`src/design/i2s_port_cfg.svh`:
```
// offsets, field positions, sample widths and timing counts of the audio port
`ifndef I2S_PORT_CFG_SVH
`define I2S_PORT_CFG_SVH

`define REG_CTRL 8'h00
`define REG_STATUS 8'h04
`define REG_PLAY_L 8'h08
`define REG_PLAY_R 8'h0C
`define REG_REC_L 8'h10
`define REG_REC_R 8'h14

`define ST_REC_READY 0
`define ST_PLAY_TAKEN 1
`define ST_RUNNING 2
`define ST_LRCLK 3
`define ST_TRIM_SLOW 4
`define ST_TRIM_FAST 5

`define RATIO_48 250
`define RATIO_441 272
`define WIDTH_16 8'h10
`define WIDTH_24 8'h18
`define MCLK_HALF_CYCLES 2'h2
`define CLK_PERIOD_NS 100
`define SOF_PERIOD_NS 1000000
`define SOF_TOL 1

`endif

```
`src/design/audio_port_pkg.sv`:
```
// types shared by the audio port modules
package audio_port_pkg;

   typedef enum logic [1:0] {MODE_DUPLEX, MODE_PLAY, MODE_REC} stream_mode_t;

   typedef enum logic {PORT_IDLE, PORT_RUN} port_state_t;

   typedef struct packed {
      logic sync;
      logic res24;
      logic [1:0] mode;
      logic rate441;
      logic en;
   } ctrl_t;

endpackage

```
`src/design/ahb_reg_port.sv`:
```
// ahb-lite slave front end: write strobe in data phase, reads take one wait
`timescale 1ns/1ps
module ahb_reg_port
(
   input wire logic hclk,
   input wire logic hresetn,
   input wire logic hsel,
   input wire logic [31:0] haddr,
   input wire logic [1:0] htrans,
   input wire logic hwrite,
   input wire logic hready,
   output logic hreadyout,
   output logic hresp,
   output logic wr_stb,
   output logic rd_stb,
   output logic [7:0] reg_addr
);

   typedef struct packed {
      logic wr_pend;
      logic rd_pend;
      logic [7:0] addr;
   } slave_t;

   slave_t s;
   slave_t next_s;

   always_comb
   begin
      next_s = s;
      if (hready)
      begin
         next_s.wr_pend = 1'b0;
         next_s.rd_pend = 1'b0;
         if (hsel && htrans[1])
         begin
            next_s.wr_pend = hwrite;
            next_s.rd_pend = !hwrite;
            next_s.addr = haddr[7:0];
         end
      end
      else
      begin
         // the single wait cycle of a read is spent here
         next_s.rd_pend = 1'b0;
      end
   end

   always_ff @(posedge hclk or negedge hresetn)
   begin
      if (!hresetn)
         s <= '0;
      else
         s <= next_s;
   end

   // read data is registered, so each read costs one wait state
   assign hreadyout = !s.rd_pend;
   assign hresp = 1'b0;
   assign wr_stb = s.wr_pend;
   assign rd_stb = s.rd_pend;
   assign reg_addr = s.addr;

endmodule

```
`src/design/i2s_master_audio_port.sv`:
```
// serial audio master port: clocks, playback shifter, record capture, trim
`timescale 1ns/1ps
`include "i2s_port_cfg.svh"

// Operation
// - The port drives a master clock output that runs without stopping.
// - The frame clock level tells which channel is on the data lines.
// - The frame clock makes one full period per stereo sample pair.
// - Master and frame clock share one source, frame an integer of master.
// - Data on both lines is valid at and sampled on the bit clock rise.
// - The port is the bus master and drives frame and bit clocks itself.
// - Playback samples leave serially on the playback data output.
// - Only the 44.1 kHz and 48 kHz sample rates can be selected.
// - Playback and record together always share one sample rate.
// - The frame is 250 master periods at 48 kHz and 272 at 44.1 kHz.
// - Exactly one mode: duplex 16 bit, play only or record only 16/24.
// - Each mode can run with synchronous or asynchronous endpoint timing.
// - In synchronous mode the clocks are trimmed to track frame markers.
// - In asynchronous mode the clocks are left untrimmed.
module i2s_master_audio_port
   import audio_port_pkg::*;
#(
   parameter int unsigned SOF_CYCLES = `SOF_PERIOD_NS / `CLK_PERIOD_NS
)
(
   input wire logic hclk,
   input wire logic hresetn,
   input wire logic hsel,
   input wire logic [31:0] haddr,
   input wire logic [1:0] htrans,
   input wire logic hwrite,
   input wire logic [2:0] hsize,
   input wire logic hready,
   input wire logic [31:0] hwdata,
   output logic [31:0] hrdata,
   output logic hreadyout,
   output logic hresp,
   input wire logic sof_pulse,
   output logic mclk,
   output logic sclk,
   output logic lrclk,
   output logic playback_data_out,
   input wire logic record_data_in
);

   typedef struct packed {
      ctrl_t ctrl;
      ctrl_t act;
      port_state_t pst;
      logic [1:0] div;
      logic sclk;
      logic [7:0] pos;
      logic lr;
      logic sdo;
      logic [23:0] play_l;
      logic [23:0] play_r;
      logic [23:0] tx_l;
      logic [23:0] tx_r;
      logic [23:0] rx;
      logic [23:0] rec_l;
      logic [23:0] rec_r;
      logic rec_ready;
      logic play_taken;
      logic trim_slow;
      logic trim_fast;
      logic slow_pend;
      logic fast_pend;
      logic [15:0] sof_cnt;
      logic sof_seen;
      logic s1;
      logic s2;
      logic [31:0] rdata;
   } core_t;

   core_t s;
   core_t next_s;
   logic wr_stb;
   logic rd_stb;
   logic [7:0] reg_addr;

   ahb_reg_port u_bus
   (
      .hclk(hclk),
      .hresetn(hresetn),
      .hsel(hsel),
      .haddr(haddr),
      .htrans(htrans),
      .hwrite(hwrite),
      .hready(hready),
      .hreadyout(hreadyout),
      .hresp(hresp),
      .wr_stb(wr_stb),
      .rd_stb(rd_stb),
      .reg_addr(reg_addr)
   );

   always_comb
   begin
      logic [7:0] half_len;
      logic [7:0] wid;
      logic [7:0] np;
      logic [1:0] seg_len;
      logic [4:0] ix;
      logic [23:0] word;
      logic tick;
      logic play_en;
      logic rec_en;
      logic load;
      half_len = 8'h00;
      wid = 8'h00;
      np = 8'h00;
      seg_len = 2'h0;
      ix = 5'h00;
      word = 24'h000000;
      tick = 1'b0;
      play_en = 1'b0;
      rec_en = 1'b0;
      load = 1'b0;
      next_s = s;

      // bus side; hardware sets below come later so a set beats a clear
      if (wr_stb)
      begin
         unique case (reg_addr)
            `REG_CTRL: next_s.ctrl = ctrl_t'(hwdata[5:0]);
            `REG_STATUS:
            begin
               if (hwdata[`ST_REC_READY])
                  next_s.rec_ready = 1'b0;
               if (hwdata[`ST_PLAY_TAKEN])
                  next_s.play_taken = 1'b0;
               if (hwdata[`ST_TRIM_SLOW])
                  next_s.trim_slow = 1'b0;
               if (hwdata[`ST_TRIM_FAST])
                  next_s.trim_fast = 1'b0;
            end
            `REG_PLAY_L: next_s.play_l = hwdata[23:0];
            `REG_PLAY_R: next_s.play_r = hwdata[23:0];
            default: ;
         endcase
      end
      if (rd_stb)
      begin
         unique case (reg_addr)
            `REG_CTRL: next_s.rdata = {26'h0000000, s.ctrl};
            `REG_STATUS: next_s.rdata = {26'h0000000, s.trim_fast,
               s.trim_slow, s.lr, s.pst == PORT_RUN, s.play_taken,
               s.rec_ready};
            `REG_PLAY_L: next_s.rdata = {8'h00, s.play_l};
            `REG_PLAY_R: next_s.rdata = {8'h00, s.play_r};
            `REG_REC_L: next_s.rdata = {8'h00, s.rec_l};
            `REG_REC_R: next_s.rdata = {8'h00, s.rec_r};
            default: next_s.rdata = 32'h00000000;
         endcase
      end

      next_s.s1 = record_data_in;
      next_s.s2 = s.s1;

      half_len = s.act.rate441 ? 8'(`RATIO_441 / 2) : 8'(`RATIO_48 / 2);
      wid = s.act.res24 ? `WIDTH_24 : `WIDTH_16;
      play_en = s.act.mode != MODE_REC;
      rec_en = s.act.mode != MODE_PLAY;

      // trim only stretches or shortens the low half, so record capture stays safe
      seg_len = `MCLK_HALF_CYCLES;
      if (!s.sclk && s.slow_pend)
         seg_len = `MCLK_HALF_CYCLES + 2'h1;
      else if (!s.sclk && s.fast_pend)
         seg_len = `MCLK_HALF_CYCLES - 2'h1;
      // one divider feeds every audio clock
      tick = s.div >= seg_len - 2'h1;
      next_s.div = tick ? 2'h0 : s.div + 2'h1;
      if (tick)
      begin
         next_s.sclk = !s.sclk;
         if (!s.sclk)
         begin
            next_s.slow_pend = 1'b0;
            next_s.fast_pend = 1'b0;
         end
      end

      if (tick && s.sclk)
      begin
         if (s.pst == PORT_RUN)
         begin
            // bit taken as it stood at the rising edge
            if (rec_en && s.pos >= 8'h01 && s.pos <= wid)
            begin
               ix = 5'(wid - s.pos);
               next_s.rx[ix] = s.s2;
            end
            if (s.pos == half_len - 8'h01)
            begin
               if (rec_en && s.lr)
               begin
                  next_s.rec_r = s.rx;
                  next_s.rec_ready = 1'b1;
               end
               else if (rec_en)
                  next_s.rec_l = s.rx;
               next_s.rx = 24'h000000;
               next_s.pos = 8'h00;
               // one frame clock period per sample pair
               next_s.lr = !s.lr;
               if (s.lr)
               begin
                  if (s.ctrl.en)
                     load = 1'b1;
                  else
                  begin
                     next_s.pst = PORT_IDLE;
                     next_s.lr = 1'b0;
                  end
               end
            end
            else
               next_s.pos = s.pos + 8'h01;
            // msb one bit after the frame edge, left on low
            np = next_s.pos;
            word = next_s.lr ? s.tx_r : s.tx_l;
            next_s.sdo = 1'b0;
            // playback bit shifted out on the falling edge
            if (play_en && next_s.pst == PORT_RUN && np >= 8'h01 &&
               np <= wid)
            begin
               ix = 5'(wid - np);
               next_s.sdo = word[ix];
            end
         end
         else if (s.ctrl.en)
         begin
            load = 1'b1;
            next_s.pst = PORT_RUN;
            next_s.pos = 8'h00;
            next_s.lr = 1'b0;
            next_s.sdo = 1'b0;
         end
      end

      // config changes only at a frame boundary, so one mode holds per frame
      if (load)
      begin
         // rate bit picks one of two divisors
         next_s.act = s.ctrl;
         next_s.act.rate441 = s.ctrl.rate441;
         // illegal mode code falls back to duplex
         unique case (s.ctrl.mode)
            MODE_PLAY: next_s.act.mode = MODE_PLAY;
            MODE_REC: next_s.act.mode = MODE_REC;
            default:
            begin
               next_s.act.mode = MODE_DUPLEX;
               next_s.act.res24 = 1'b0;
            end
         endcase
         next_s.tx_l = s.play_l;
         next_s.tx_r = s.play_r;
         next_s.play_taken = 1'b1;
      end

      if (s.sof_cnt != 16'hFFFF)
         next_s.sof_cnt = s.sof_cnt + 16'h0001;
      if (sof_pulse)
      begin
         next_s.sof_cnt = 16'h0000;
         next_s.sof_seen = 1'b1;
         if (s.act.sync && s.sof_seen && s.pst == PORT_RUN)
         begin
            // longer marker gap means the audio clocks run fast
            if (s.sof_cnt >= 16'(SOF_CYCLES + `SOF_TOL))
            begin
               next_s.slow_pend = 1'b1;
               next_s.trim_slow = 1'b1;
            end
            else if (s.sof_cnt + 16'h0001 < 16'(SOF_CYCLES - `SOF_TOL))
            begin
               next_s.fast_pend = 1'b1;
               next_s.trim_fast = 1'b1;
            end
         end
      end
   end

   always_ff @(posedge hclk or negedge hresetn)
   begin
      if (!hresetn)
         s <= '0;
      else
         s <= next_s;
   end

   // frame and bit clock are outputs only
   assign mclk = s.sclk;
   assign sclk = s.sclk;
   // frame clock level names the channel
   assign lrclk = s.lr;
   assign playback_data_out = s.sdo;
   assign hrdata = s.rdata;

endmodule

```
`config.mk`:
```
export PLATFORM = sky130hd
export DESIGN_NAME = i2s_master_audio_port
export DESIGN_NICKNAME = d
export VERILOG_FILES = /design/src/design/audio_port_pkg.sv /design/src/design/ahb_reg_port.sv /design/src/design/i2s_master_audio_port.sv
export VERILOG_INCLUDE_DIRS = /design/src /design/src/design
export SDC_FILE = /design/constraint.sdc
export NUM_CORES = 1
export LEC_CHECK = 0
export BUFFER_PORTS_ARGS = -buffer_cell sky130_fd_sc_hd__buf_2
export CAP_MARGIN = 20
export CORE_MARGIN = 10
export CORE_UTILIZATION = 54
export CTS_CLUSTER_SIZE = 14
export DETAILED_ROUTE_END_ITERATION = 8
export GPL_TIMING_DRIVEN = 0
export PLACE_DENSITY_LB_ADDON = 0.1
export SETUP_SLACK_MARGIN = 0.1
export SLEW_MARGIN = 10
export SYNTH_ARGS = -nofsm -noshare
export SYNTH_HDL_FRONTEND = slang
export SYNTH_SLANG_ARGS = --single-unit
```
`constraint.sdc`:
```
create_clock -name hclk -period 3.5 [get_ports hclk]
set_clock_uncertainty 0.15 [all_clocks]
set_input_delay 0.7 -clock hclk [delete_from_list [all_inputs] [get_ports hclk]]
set_output_delay 0.7 -clock hclk [all_outputs]
set_load 0.01 [all_outputs]
```
==> results of run 1 <==
stage by stage:
step / TNS, ps / util, % / hold slack (ps) / std cells / setup WS (ps)
floorplan: 0 / - / 181 / 1071 / 100
global placement: -753150 / 57.9 / 225 / 1423 / -3020
detailed placement: -314 / 58.3 / 242 / 1426 / -314
CTS: 0 / 62.8 / 110 / 1483 / 57.7
global route: 0 / 63.6 / 119 / 1498 / 41.9
finish: 0 / 63.6 / 127 / 1498 / 156
final cells by class:
type                    instances  area [µm²]
well taps                     285         357
multi-input cells             700        5510
clock buffers                  43         826
repair buffers                 94         591
flip-flops and latches        252        6310
plain buffers                  98         589
clock inverters                 6         108
inverters                      20        78.8
fillers                      1828        8210
cell usage in the layout (no fill, tap or decap), drive strengths merged, types with 21 or more instances in the layout:
cell,netlist,routed
mux2,166,166
nand2,58,58
buf,56,150
a21oi,55,55
o21ai,81,81
clkbuf,43,84
a21o,21,21
a211oi,22,22
nor2,33,33
dfrtp,252,252
worst register-to-register path: stages, from the launching register on:
cell and delay, ps:
dfrtp_1 400, buf_6 130, and4bb_2 340, o21a_1 160, buf_6 150, nand2_8 70
buf_12 140, nand2_8 80, ha_4 220, or3_1 360, a31o_2 220, o311a_1 120
o211a_1 220, a311o_1 270, a32oi_1 170, a31oi_1 60
per-layer routing:
metal / GRT usage, % / routed length [µm] / share of wire [%] / up-vias
li1: - / - / - / 4142
met1: 30.8 / 14700 / 44 / 4581
met2: 36.2 / 15500 / 47 / 267
met3: 3.55 / 2140 / 6.4 / 62
met4: 6.84 / 1000 / 3.0 / 0
met5: 0 / 0 / 0 / -
power by group:
group | internal, mW | total [mW] | switching [mW]
Combinational | 1.16 | 2.96 | 1.81
Sequential | 3.23 | 3.56 | 0.325
Clock | 1.83 | 2.98 | 1.15
state kept, by name, summed over array words and instances (netlist names):
register / cells
playback_data_out: 1
hrdata: 24
u_bus.rd_stb: 1
mclk: 1
s: 214
u_bus.reg_addr: 8
u_bus.wr_stb: 1
lrclk: 1
next_s: 1
worst max-delay path by stage:
stage | from | endpoint | depth (start not counted)
after floorplan | s[227] | playback_data_out | 15
after global placement | hresetn | s[92] | 1
after detailed placement | s[227] | playback_data_out | 15
after CTS | s[232] | playback_data_out | 15
after global routing | s[227] | playback_data_out | 15
final | s[227] | playback_data_out | 15
cell families after synthesis:
| family | synth area share (%) |
|---|---|
| buf+inv | 5.04 |
| compound gates | 15.0 |
| simple gates | 7.73 |
| mux | 17.6 |
| flops | 51.2 |
| other cells | 0.0304 |
| xor+xnor | 1.56 |
| fa+ha+maj | 1.93 |
repair_timing:
action / 4_1_cts / 5_1_grt
endpoints found under the hold margin: 60 / 0
resized for setup: 10 / 18
hold buffers: 1 / 0
setup buffers: 7 / 16
endpoints found under the setup margin: 21 / 1
pin swaps: 2 / 7
==> results.toml, run 1 <==
[status]
outcome = "complete, no violations"

[clocking]
cts_max_level = 1
cts_tree = "yes"
numCtsBuffers = 27
clock_latency_ps = 530
clkTransAtPathRegs_ps = 60
clockRootBuffer = "clkbuf_16"
cts_buffer_depth = 3
clock_sinks = 252

[job]
drv_cap = 0

[global_route]
overflow = 0
track_usage_pct = 22.6
grt_max_degree = 102
first_global_vias = 8881
antenna_found_initial = 0
grt_pass1_wl_um = 51700

[sta]
maxSlewViolCount = 0
max-slew-margin-rel_pct = 34.5
fmax_mhz = 299
hold_violations = 0
worstMarginPinSlew_ps = 973
rsz0062_at_grt = "no"
period_minus_slack_ps = 3340
setup_violations = 0
fin_crit_sh_pct = 95.5

[floorplan]
die_x_um = 171
start_util_pct = 54.6
die_height_um = 171
std_cell_rows = 55
coreArea_um2 = 22600
ios = 114
dieArea_um2 = 29300

[hold_path]
hp-start = "record_data_in"
hold_class = "input port to flop"
hold_depth = 1
hold_end = "next_s[32]"

[logic_synthesis]
async_flop_share_pct = 100
synthDistinctLibCells = 75
avgSynthCellArea_um2 = 11.6
yosysMostFrequentCell = "dfrtp_1"
ys_seq_elements = 252
yosysTopAreaCell = "dfrtp_1"
synth_common_cells = "252 x dfrtp_1, 145 x mux2_2, 78 x o21ai_0"
synth_top_area_share_pct = 51.2
synth_area_leaders = "dfrtp_1 51%, mux2_2 13%, o21ai_0 3.2%"
syn_inst = 1063
ys.flop_type = "dfrtp_1"
synth_seq_area_share_pct = 51.2
synth-edff-count = 0
yosys_warnings = 0
synth_area_um2 = 12300

[drt]
ant_nets = 0
drc = 0
avgRoutedWirePerCell_um = 22.2
drt_iter0_drc = 842
routed_wl_um = 33300
viasPerCell = 6.04
vias = 9052
drt-pass1-iter-count = 5

[critical_path]
worstPathMaxFanout = 6
crit_required_ps = 3760
cp.buffers_inverters = 3
r2r-end = "playback_data_out"
critPathTopFamily = "compound AO/OA/AOI/OAI gates"
max_stage_delay_ps = 400
critPathKind = "flop to flop"
crit_chain = "buf_6 > and4bb_2 > o21a_1 > buf_6 > nand2_8 > buf_12 > nand2_8 > ha_4 > or3_1 > a31o_2 > o311a_1 > o211a_1 > a311o_1 > a32oi_1 > a31oi_1"
start_kind = "flop"
rrSetupSlack_ps = 160
crit_slowest_cell = "dfrtp_1"
worst_ep_arrival_time_ps = 3600
r2r-start = "s[227]"
r2r_cells = 15
end_kind = "flop"

[placed_design]
detailed_place_hpwl_um = 23400
gp_congestion = 0.927
post_dp_cell_area_um2 = 13100
portBuffers = 67

[power_and_ir_drop]
p_total_mw = 9.50
leakage_nw = 6.86
p_per_area_nw_per_um2 = 662
ir_drop_mv = 0.366

[finish]
fin_area_um2 = 14400
drive_gt1_share_pct = 31.6
nets = 1288
syn_to_final_growth_pct = 16.5
diodes = 0
(Power assumes the default switching activity.)
==> run 2, diff against run 1 <==
--- a/config.mk
+++ b/config.mk
@@ -13,7 +13,7 @@
 export CTS_CLUSTER_SIZE = 14
 export DETAILED_ROUTE_END_ITERATION = 8
 export GPL_TIMING_DRIVEN = 0
-export PLACE_DENSITY_LB_ADDON = 0.1
+export PLACE_DENSITY_LB_ADDON = 0.3
 export SETUP_SLACK_MARGIN = 0.1
 export SLEW_MARGIN = 10
 export SYNTH_ARGS = -nofsm -noshare
==> results.toml, run 2 (synthesis gave the netlist of run 1 again) <==
[clocking]
cts_tree = "yes"
cts_buffer_depth = 3
ctsHoldBuffers = 0
clkTransAtPathRegs_ps = 60
clockRootBuffer = "clkbuf_16"
clock_sinks = 252
cts_max_level = 1
clock_latency_ps = 530
numCtsBuffers = 28

[placed_design]
portBuffers = 67
gp_congestion = 0.956
detailed_place_hpwl_um = 23300

[sta]
fin_crit_sh_pct = 95.1
period_minus_slack_ps = 3330
max-slew-margin-rel_pct = 24.0
worstMarginPinSlew_ps = 1130
maxSlewViolCount = 0
whs_ps = 13.3
hold_violations = 0
rsz0062_at_grt = "no"
fmax_mhz = 300
fin_tns_setup_ps = 0
setup_violations = 0

[power_and_ir_drop]
ir_drop_mv = 0.381
leakage_nw = 6.86
p_per_area_nw_per_um2 = 666

[floorplan]
start_util_pct = 54.6
die_height_um = 171
ios = 114
coreArea_um2 = 22600
std_cell_rows = 55
die_x_um = 171
dieArea_um2 = 29300

[critical_path]
rrSetupSlack_ps = 170
worst_ep_arrival_time_ps = 3590
crit_chain = "or3_4 > o21ai_4 > nand2_8 > buf_8 > nand2_4 > ha_4 > or3_1 > a31o_2 > o311a_1 > o211a_1 > a311o_1 > a32oi_1 > a31oi_1"
critPathTopFamily = "compound AO/OA/AOI/OAI gates"
crit_required_ps = 3760
worstPathMaxFanout = 6
end_kind = "flop"
start_kind = "flop"
max_stage_delay_ps = 460
cp.buffers_inverters = 1
crit_slowest_cell = "dfrtp_1"
critPathKind = "flop to flop"

[global_route]
grt_pass1_wl_um = 52100
first_global_vias = 9172
overflow = 0
antenna_found_initial = 0
track_usage_pct = 22.5
grt_max_degree = 90

[drt]
drt_iter0_drc = 778
ant_nets = 0
routed_wl_um = 33400
vias = 9229
drc = 0
avgRoutedWirePerCell_um = 22.3
viasPerCell = 6.17
drt-pass1-iter-count = 5

[finish]
drive_gt1_share_pct = 31.5
diodes = 0
filler_cell_count = 1730
final_common_cell = "dfrtp_1"
mostFrequentLayoutCells = "251 x dfrtp_1, 145 x mux2_2, 78 x o21ai_0"
largest_reg_flops = 214
syn_to_final_growth_pct = 16.4
regMostFlops = "s"
nets = 1286

[status]
outcome = "complete, no violations"

[hold_path]
hold_class = "input port to asynchronous set/reset pin"

[job]
drv_cap = 0
-- run 2: cell type report --
type,count,area [µm²],area share [%]
sequential,252,6310,44.0
multi-input combinational,700,5510,38.4
clock buffer,40,797,5.56
buffer,99,589,4.11
timing repair buffer,90,562,3.92
tap,285,357,2.49
clock inverter,10,150,1.05
inverter,20,78.8,0.549
-- run 2: repair_timing --
action | CTS | global route
buffers inserted | 6 | 15
resized for setup | 11 | 18
setup endpoints to repair | 18 | 1
pin swaps | 3 | 9
-- run 2: worst paths after layout --
kind,start,endpoint,cells after the start
worst max-delay path,s[230],playback_data_out,13
worst min-delay path,hresetn,u_bus.reg_addr[1],1
worst max register to register,s[230],playback_data_out,13
worst min register to register,next_s[32],s[32],0
max in group asynchronous,hresetn,s[145],3
min in group hclk,record_data_in,next_s[32],1
-- run 2: per-stage QoR --
step	util [%]	power (mW)	instances	setup slack [ps]	instance area (µm²)
final	63.6	9.55	1496	170	14300
after global routing	63.6	10.0	1496	83.7	14300
after CTS	62.8	9.29	1481	83.5	14200
after detailed placement	58.2	6.24	1425	-268	13100
after global placement	57.9	6.18	1423	-2920	13100
after floorplan	-	5.36	1071	100	12400
-- run 2: power breakdown --
part           internal [mW]  switching, mW
clock network           1.87           1.16
logic                   1.16           1.81
registers               3.23          0.322
total                   6.26           3.29
-- run 2: metal layers --
metal  routed length (µm)  GRT usage [%]  up-vias  part of all wire (%)
met5                    0              0        -                     0
met4                 1490           10.0        0                   4.5
met3                 2630           4.29       90                   7.9
met2                15400           35.6      414                    46
met1                13800           29.6     4601                    41
li1                     -              -     4124                     -
